[config.mk]
export PLATFORM = sky130hd
export DESIGN_NAME = apcc_control
export DESIGN_NICKNAME = d
export VERILOG_FILES = /design/src/logic/apcc_control.v
export VERILOG_INCLUDE_DIRS = /design/src /design/src/logic
export SDC_FILE = /design/constraint.sdc
export NUM_CORES = 1
export LEC_CHECK = 0
export ABC_AREA = 1
export BUFFER_PORTS_ARGS = -buffer_cell sky130_fd_sc_hd__buf_2
export CAP_MARGIN = 25
export CORE_MARGIN = 2
export CORE_UTILIZATION = 24
export CTS_CLUSTER_DIAMETER = 80
export DETAILED_ROUTE_END_ITERATION = 10
export GPL_TIMING_DRIVEN = 0
export PLACE_DENSITY_LB_ADDON = 0.05
export RECOVER_POWER = 100
export SLEW_MARGIN = 15
export SYNTH_ARGS = -nofsm -noshare
export SYNTH_HDL_FRONTEND = slang
export SYNTH_SLANG_ARGS = --single-unit
[constraint.sdc]
create_clock -name clk -period 1.8 [get_ports clk]
set_input_delay 0.18 -clock clk [delete_from_list [all_inputs] [get_ports clk]]
set_output_delay 0.18 -clock clk [all_outputs]
set_load 0.005 [all_outputs]
[src/logic/apcc_regs.vh]
// Constants for the converter power, reference and channel control block.
`ifndef APCC_REGS_VH
`define APCC_REGS_VH
`define APCC_CTRL_WIDTH 8
`define APCC_CTRL_RESET 8'h00
`define APCC_POWER_MODE_LO_BIT 0
`define APCC_POWER_MODE_HI_BIT 1
`define APCC_INPUT_SEL_BIT 3
`define APCC_CHANNEL_COUNT_SEL_BIT 4
`define APCC_REF_BIT_POSITION 5
`define APCC_RESULT_WIDTH 12
`define APCC_FRAME_BITS 16
`define APCC_PM_SELECT_CONTROLLED_POWERDOWN 2'h0
`define APCC_PM_ALWAYS_ON 2'h1
`define APCC_PM_AUTO_SHUTDOWN 2'h2
`define APCC_PM_AUTO_STANDBY 2'h3
`define APCC_REF_INTERNAL 2'h0
`define APCC_REF_EXTERNAL 2'h1
`define APCC_REF_SUPPLY 2'h2
`endif

[src/logic/apcc_control.v]
// Serial control port, power management and reference/channel selection.
// Operation
// - Mode 00: powered while select low, down while select high.
// - Mode 01: always fully powered regardless of logic inputs.
// - Mode 10: power down after every conversion, independent of select.
// - Mode 11: standby after conversion, internal reference stays powered.
// - Reference bit 0 uses internal reference; 1 disables it for external.
// - Channel-count bit 1: two channels, supply voltage is reference.
// - Channel-count 0, reference 0: second pin is reference, internal used.
// - Input-select bit routes first input at 0, second input at 1.
// - Support 125 ksps with a 2 MHz serial clock.
// - Each conversion yields a 12-bit result shifted out serially.
`include "apcc_regs.vh"
module apcc_control #(
	parameter CTRL_WIDTH = `APCC_CTRL_WIDTH,
	parameter RESULT_WIDTH = `APCC_RESULT_WIDTH,
	parameter FRAME_BITS = `APCC_FRAME_BITS
) (
	// Clock and reset.
	input wire clk,
	input wire rst,
	// Serial pins from the host.
	input wire cs_n,
	input wire sclk,
	input wire din,
	output reg dout,
	output wire dout_oe,
	// Converter core handshake.
	output reg conv_start,
	input wire conv_done,
	input wire [RESULT_WIDTH-1:0] conv_result,
	// Analog control outputs.
	output reg core_power_on,
	output reg ref_power_on,
	output reg [1:0] ref_source,
	output reg input_route_second,
	output reg dual_channel,
	output reg [1:0] power_mode
);

	reg cs_m;
	reg cs_s;
	reg cs_d;
	reg sclk_m;
	reg sclk_s;
	reg sclk_d;
	reg din_m;
	reg din_s;
	reg [CTRL_WIDTH-1:0] ctrl;
	reg [CTRL_WIDTH-1:0] ctrl_shift;
	reg [4:0] bit_count;
	reg [FRAME_BITS-1:0] out_shift;
	reg [RESULT_WIDTH-1:0] result;
	reg next_core_power_on;
	wire cs_fall;
	wire sclk_rise;
	wire sclk_fall;
	wire [1:0] mode;
	wire ref_disable;
	wire int_ref_used;

	// One-clock edge pulse from the delayed and the current synced level.
	function apcc_edge;
		input prev_level;
		input cur_level;
		input want_rise;
		begin
			if (want_rise) begin
				apcc_edge = ~prev_level & cur_level;
			end else begin
				apcc_edge = prev_level & ~cur_level;
			end
		end
	endfunction

	// Bit counter step; it sticks at its top so long frames cannot wrap.
	function [4:0] apcc_count_step;
		input [4:0] count;
		begin
			if (count == 5'h1f) begin
				apcc_count_step = count;
			end else begin
				apcc_count_step = count + 5'h01;
			end
		end
	endfunction

	// Two-channel mode always converts against the supply.
	function [1:0] apcc_ref_pick;
		input two_channel;
		input ref_off;
		begin
			if (two_channel) begin
				apcc_ref_pick = `APCC_REF_SUPPLY;
			end else if (ref_off) begin
				apcc_ref_pick = `APCC_REF_EXTERNAL;
			end else begin
				apcc_ref_pick = `APCC_REF_INTERNAL;
			end
		end
	endfunction

	assign cs_fall = apcc_edge(cs_d, cs_s, 1'b0);
	assign sclk_rise = apcc_edge(sclk_d, sclk_s, 1'b1);
	assign sclk_fall = apcc_edge(sclk_d, sclk_s, 1'b0);
	assign mode = {ctrl[`APCC_POWER_MODE_HI_BIT],
		ctrl[`APCC_POWER_MODE_LO_BIT]};
	assign ref_disable = ctrl[`APCC_REF_BIT_POSITION];
	// The internal reference is only needed in single-channel, ref bit 0.
	assign int_ref_used = ~ctrl[`APCC_CHANNEL_COUNT_SEL_BIT] & ~ref_disable;
	// The data pin is driven only while the synced select is low.
	assign dout_oe = ~cs_s;

	always @(posedge clk) begin
		if (rst) begin
			cs_m <= 1'b1;
			cs_s <= 1'b1;
			cs_d <= 1'b1;
			// Serial clock idles high, so no false edge follows reset.
			sclk_m <= 1'b1;
			sclk_s <= 1'b1;
			sclk_d <= 1'b1;
			din_m <= 1'b0;
			din_s <= 1'b0;
		end else begin
			cs_m <= cs_n;
			cs_s <= cs_m;
			cs_d <= cs_s;
			sclk_m <= sclk;
			sclk_s <= sclk_m;
			sclk_d <= sclk_s;
			din_m <= din;
			din_s <= din_m;
		end
	end

	// Serial frame: control word in on rising, result out on falling.
	always @(posedge clk) begin
		if (rst) begin
			ctrl <= `APCC_CTRL_RESET;
			ctrl_shift <= {CTRL_WIDTH{1'b0}};
			bit_count <= 5'h00;
			out_shift <= {FRAME_BITS{1'b0}};
			dout <= 1'b0;
			conv_start <= 1'b0;
			result <= {RESULT_WIDTH{1'b0}};
		end else begin
			conv_start <= cs_fall;
			if (conv_done) begin
				result <= conv_result;
			end
			if (cs_fall) begin
				bit_count <= 5'h00;
				// Leading zeros, then the previous result MSB first.
				out_shift <= {{(FRAME_BITS-RESULT_WIDTH){1'b0}}, result
					} << 1;
				dout <= 1'b0;
			end else if (~cs_s) begin
				if (sclk_rise && bit_count < CTRL_WIDTH) begin
					ctrl_shift <= {ctrl_shift[CTRL_WIDTH-2:0], din_s};
					bit_count <= apcc_count_step(bit_count);
					if (bit_count == CTRL_WIDTH - 1) begin
						ctrl <= {ctrl_shift[CTRL_WIDTH-2:0], din_s};
					end
				end else if (sclk_rise) begin
					bit_count <= apcc_count_step(bit_count);
				end
				if (sclk_fall) begin
					dout <= out_shift[FRAME_BITS-1];
					out_shift <= {out_shift[FRAME_BITS-2:0], 1'b0};
				end
			end
		end
	end

	always @* begin
		next_core_power_on = core_power_on;
		case (mode)
			`APCC_PM_SELECT_CONTROLLED_POWERDOWN: begin
				next_core_power_on = ~cs_s;
			end
			`APCC_PM_ALWAYS_ON: begin
				next_core_power_on = 1'b1;
			end
			`APCC_PM_AUTO_SHUTDOWN, `APCC_PM_AUTO_STANDBY: begin
				if (cs_fall) begin
					next_core_power_on = 1'b1;
				end else if (conv_done) begin
					next_core_power_on = 1'b0;
				end
			end
			default: begin
				next_core_power_on = 1'b1;
			end
		endcase
	end

	always @(posedge clk) begin
		if (rst) begin
			core_power_on <= 1'b0;
			ref_power_on <= 1'b0;
			ref_source <= `APCC_REF_INTERNAL;
			input_route_second <= 1'b0;
			dual_channel <= 1'b0;
			power_mode <= `APCC_PM_SELECT_CONTROLLED_POWERDOWN;
		end else begin
			core_power_on <= next_core_power_on;
			// Standby keeps the internal reference alive for fast wake.
			ref_power_on <= int_ref_used & (next_core_power_on |
				(mode == `APCC_PM_AUTO_STANDBY));
			ref_source <= apcc_ref_pick(ctrl[`APCC_CHANNEL_COUNT_SEL_BIT],
				ref_disable);
			input_route_second <= ctrl[`APCC_INPUT_SEL_BIT];
			dual_channel <= ctrl[`APCC_CHANNEL_COUNT_SEL_BIT];
			power_mode <= mode;
		end
	end

endmodule

[Yosys cells after proc, flatten, opt, wreduce, memory -nomap -nowiden]
Cells that the tools add are included.
Storage, ports and cells
  flip-flop bits (word level): 61
  latch bits: 0
  bits in writable memories: 0
  memory bits (read-only): 0
  bits of input ports: 18
  logic and storage cells: 66
  memories kept: 0
Cells by class
  add/subtract/negate cells: 1
  multipliers: 0
  divide/modulo/power cells: 0
  order comparisons: 1
  eq/ne operators: 6
  shift operators: 0
  multiplexer cells: 11
  bitwise logic cells: 12
  reduce and logical (&&, ||, !) cells: 12
Operators by type and width (number)
  $mux W13: 3
  $mux W5: 3
  $not A1 Y1: 6
  $reduce_and A2 Y1: 3
  $reduce_or A2 Y1: 3
  $add A5 B1 Y5 const B: 1
  $and A1 B1 Y1: 5
  $eq A5 B3 Y1 const B: 1
  $eq A5 B5 Y1 const B: 1
  $lt A5 B4 Y1 const B: 1
  $eq A2 B2 Y1 const B: 2
  $reduce_and A4 Y1: 1
  $reduce_bool A2 Y1: 2
  $mux W1: 3
  $pmux W1 S3: 1
  $reduce_and A3 Y1: 1
  $eq A2 B1 Y1 const B: 1
  $logic_not A2 Y1: 1
  $mux W2: 1
  $ne A2 B1 Y1 const B: 1
  $logic_and A1 B1 Y1: 1
  $or A1 B1 Y1: 1

[Longest topological paths before layout]
  word-level depth: 6
  mapped depth: 10
  depth with buffers taken out: 10

[Worst setup path after synthesis]
OpenSTA, ideal clock, no wires.
  path kind: register to register
  start: register bit_count[0]
  end: register bit_count[4]
  library setup time: 116 ps
  data arrival time: 1322 ps
  setup slack: 362 ps
  cell stages (with the launch flop): 11
  clock period less this slack: 1438 ps
  path through: dfxtp_1 > ha_1 > nand2_1 > nor2_1 > ha_1 > inv_1 > nand2_1 > nor2_4 > inv_1 > nor2_1 > nor2_1
On the way
  cells in the longest elaborated chain, start to end: 4
  elaborated cells between the ends (all ways): 9
Ends and longest elaborated chain
  from (decl): line apcc_control.v:51  | reg [4:0] bit_count;
  from (signal assigned): line apcc_control.v:161  | bit_count <= apcc_count_step(bit_count);
  from (signal assigned): line apcc_control.v:166  | bit_count <= apcc_count_step(bit_count);
  $add A5 B1 Y5 (tied with other cells): line apcc_control.v:83  | apcc_count_step = count + 5'h01;
  $mux W5 / $logic_and A1 B1 Y1 (equally long branches): line apcc_control.v:80, apcc_control.v:159
  $mux W5 / $reduce_bool A2 Y1 (equally long branches)
  $mux W5 / $reduce_and A2 Y1 (equally long branches)
Several ways; a longest one is shown, not always the timed one. The select of a mux whose other input is x is not followed.
A chain may end at the register's enable or synchronous reset.

[Final worst setup path]
  start: register cs_s
  end: register ref_power_on
On the way
  cells in the longest elaborated chain, start to end: 6
Ends and longest elaborated chain
  from (decl): line apcc_control.v:42  | reg cs_s;
  from (signal assigned): line apcc_control.v:127  | cs_s <= cs_m;
  $not A1 Y1 (no line) *
  $and A1 B1 Y1: line apcc_control.v:71  | apcc_edge = prev_level & ~cur_level;
  $mux W1: line apcc_control.v:186  | if (cs_fall) begin
  $pmux W1 S3 *: line apcc_control.v:178  | case (mode)
  $or A1 B1 Y1 *: line apcc_control.v:209  | ref_power_on <= int_ref_used & (next_core_power_on |
  $and A1 B1 Y1 *: line apcc_control.v:209
  to (signal assigned): line apcc_control.v:209
  to (decl): line apcc_control.v:34  | output reg ref_power_on,
Every way passes the cells marked *; elsewhere a longest branch is shown, timed or not.

==> qor.csv <==
stage,metric,value,unit
yosys,syn_area,2316,sq um
critical_path,cp-end-kind,flip-flop,
yosys,synth_warnings,0,
global_routing,grt_max_degree,11,
cells_and_area,fillerInstances,1088,
floorplanning,die_w,102.2,microns
yosys,synthCells,294,
cells_and_area,finalNonFillerCells,467,
route,route.vias.total,1888,
route,drc,0,
cts,h-tree-depth,3,
yosys,synth_cell_types,27,
floorplanning,io_pins,29,
yosys,yosysSeqAreaShare,0.5100,
cts,numClockSinks,59,
power,ir_drop,0.3604,mV
timing,report.final.slew_viol_count,0,
global_routing,grt_antenna_before_repair,0,
cells_and_area,final_util,0.3007,
timing,tightest_slew,0.5718,ns
cts,postCtsHoldBufs,0,
timing,max_slew_margin,0.6188,
global_routing,grt_usage,0.1209,
timing,setup_viol,0,
yosys,synthAdderAreaFrac,0.01080,
timing,holdWs,0.02544,ns
yosys,synthMuxAreaShare,0,
route,wl_per_cell,11.89,microns
route,wl,5.551,mm
cts,post_cts_buffers,0,
floorplanning,initial_core_util,0.2495,
route,detail-route-antenna-nets,0,
global_routing,grt_pass1_vias,1894,
power,power.leakage,1.109,nW
global_routing,grt_pass1_wl,9.315,mm
route,drtIter0Drc,53,
flow_run,maxCapViolCount,0,
yosys,ys_ff_latch,59,
placed_design,placed_cells,451,
global_routing,grt_overflow,0,
cells_and_area,n_antenna_cell,0,
placed_design,finalWeightedCongestion,0.7206,
route,drtPass1Iterations,4,
yosys,synth_nets,314,
yosys,synth-xor-area-share,0.003782,
cts,cts_max_path_buffers,2,
yosys,synth_compound_area_frac,0.1237,
placed_design,port_buffers,28,
cts,ctsResizeCount,0,
timing,finalHoldViolCount,0,
placed_design,preCtsSetupSlack,0.1646,ns
critical_path,arrival,1.80,ns
critical_path,crit_type,reg -> reg,
cts,cts_tree,built,
yosys,synthSimpleGateAreaFrac,0.2577,
cells_and_area,area_growth,20.53,%
run_status,status,"complete, no violations",
yosys,avgSynthCellArea,7.877,sq um
cts,clkSlewWorstSetupHoldPaths,0.07,ns
floorplanning,core_area,9284,sq um
floorplanning,die_h,102.2,microns
timing,finalSetupTns,0,ns
yosys,synth_top_family_by_area,simple AND/OR/NAND/NOR gates,
timing,rsz0062_at_grt,false,
timing,period_share,0.8810,
timing,period_needed,1.586,ns
cts,insertion_delay,0.33,ns
critical_path,startpoint_type,flip-flop,
floorplanning,core.rowCount,35,
route,via_per_inst,4.043,
timing,setup_ws,0.2143,ns
cells_and_area,nNetsFinal,353,
critical_path,required,2.02,ns
placed_design,hpwl,3.932,mm
power,powerDensity,1027,nW/um^2
floorplanning,die_area,10450,sq um
cts,cts_buffers,9,
critical_path,crit_fanout,10,
timing,finalClockSkew,0.005169,ns
timing,max_freq,0.6306,GHz
cts,cts_root_buf,clkbuf_8,
min_path,hp-class,in -> reg,
cells_and_area,drive_above_1_share,0.1686,
-- cells by family after synthesis --
kind of cell / after synthesis
buffers and inverters: 45
xor gates and xnor gates: 1
adders and majority gates: 2
DFF: 59
AOI/OAI and AO/OA: 55
and+or+nand+nor: 132
-- synthesized netlist by cell type --
cell type	count	share of area
a21oi_1	25	0.054
a21oi_2	3	0.011
buf_2	4	0.0086
buf_4	2	0.0065
buf_6	3	0.015
buf_8	1	0.0065
clkbuf_1	2	0.0032
dfxtp_1	59	0.51
ha_1	2	0.011
inv_1	28	0.045
inv_2	4	0.0065
inv_4	1	0.0027
nand2_1	58	0.094
nand2_2	1	0.0027
nand2_8	1	0.0086
nand3_1	19	0.041
nand3_2	1	0.0043
nand3_4	1	0.0076
nand4_1	1	0.0027
nor2_1	41	0.066
nor2_2	1	0.0027
nor2_4	3	0.015
nor3_1	1	0.0022
o21ai_0	16	0.035
o21ai_1	11	0.024
or2_2	4	0.011
xor2_1	1	0.0038
-- stage by stage --
step | area (sq um) | power (mW)
final | 2791 | 2.866
after global routing | 2791 | 3.016
after CTS | 2845 | 2.948
after detailed placement | 2618 | 1.538
after global placement | 2618 | 1.537
after floorplan | 2316 | 1.475
-- layout make-up --
| type | instances | area, sq um | share of cell area |
|---|---|---|---|
| Buffer | 12 | 72.57 | 0.02600 |
| Clock buffer | 12 | 155.1 | 0.05558 |
| Clock inverter | 4 | 72.57 | 0.02600 |
| Inverter | 33 | 126.4 | 0.04527 |
| Multi-Input combinational cell | 190 | 888.4 | 0.3182 |
| Sequential cell | 59 | 1181 | 0.4231 |
| Tap cell | 129 | 161.4 | 0.05782 |
| Timing Repair Buffer | 28 | 133.9 | 0.04796 |
-- state kept, by name, indices dropped and copies added (netlist names) --
name                count
out_shift              15
result                 12
bit_count               5
ctrl                    5
ctrl_shift              5
power_mode              2
ref_source              2
conv_start              1
core_power_on           1
cs_d                    1
cs_m                    1
cs_s                    1
din_m                   1
din_s                   1
dout                    1
input_route_second      1
ref_power_on            1
sclk_d                  1
sclk_m                  1
sclk_s                  1
-- report_power, final --
part	internal, mW	switching, mW
sequential	1.34	0.0132
clock	0.853	0.520
combinational	0.0491	0.0925
-- layer usage --
metal	wire, microns	vias to the layer above	global-route usage
met5	0	-	0
li1	-	1007	-
met3	147	5	0.04309
met2	2605	21	0.1974
met4	65	0	0.04308
met1	2732	855	0.1477
-- worst max-delay path: stages (launching register included) --
cell and delay [ns]:
dfxtp_1 0.45, inv_4 0.08, nand2_2 0.15, clkbuf_1 0.43, nand2_1 0.12, a21oi_2 0.15, a21oi_1 0.08
-- cell usage in the layout, fill, tap and decap left out, types with 3 or more instances in the layout --
cell      count
nor2_1       43
a21oi_2       3
buf_2        24
nand2_1      58
clkbuf_1     12
o21ai_0      20
dfxtp_1      59
o21ai_1       7
nand3_1      20
or2_2         4
a21oi_1      25
clkbuf_8     11
inv_1        31
-- path summary, 6_finish.rpt --
path	from	to	slack [ns]	cells past startpoint
setup / recovery	cs_s$_SDFF_PP1_	ref_power_on$_SDFF_PP0_	0.21	6
hold / removal	sclk	sclk_m$_SDFF_PP1_	0.03	2
setup reg to reg	cs_s$_SDFF_PP1_	ref_power_on$_SDFF_PP0_	0.21	6
hold reg to reg	din_m$_SDFF_PP0_	din_s$_SDFF_PP0_	0.40	2
Note: power is estimated with default switching activity, not from simulation.
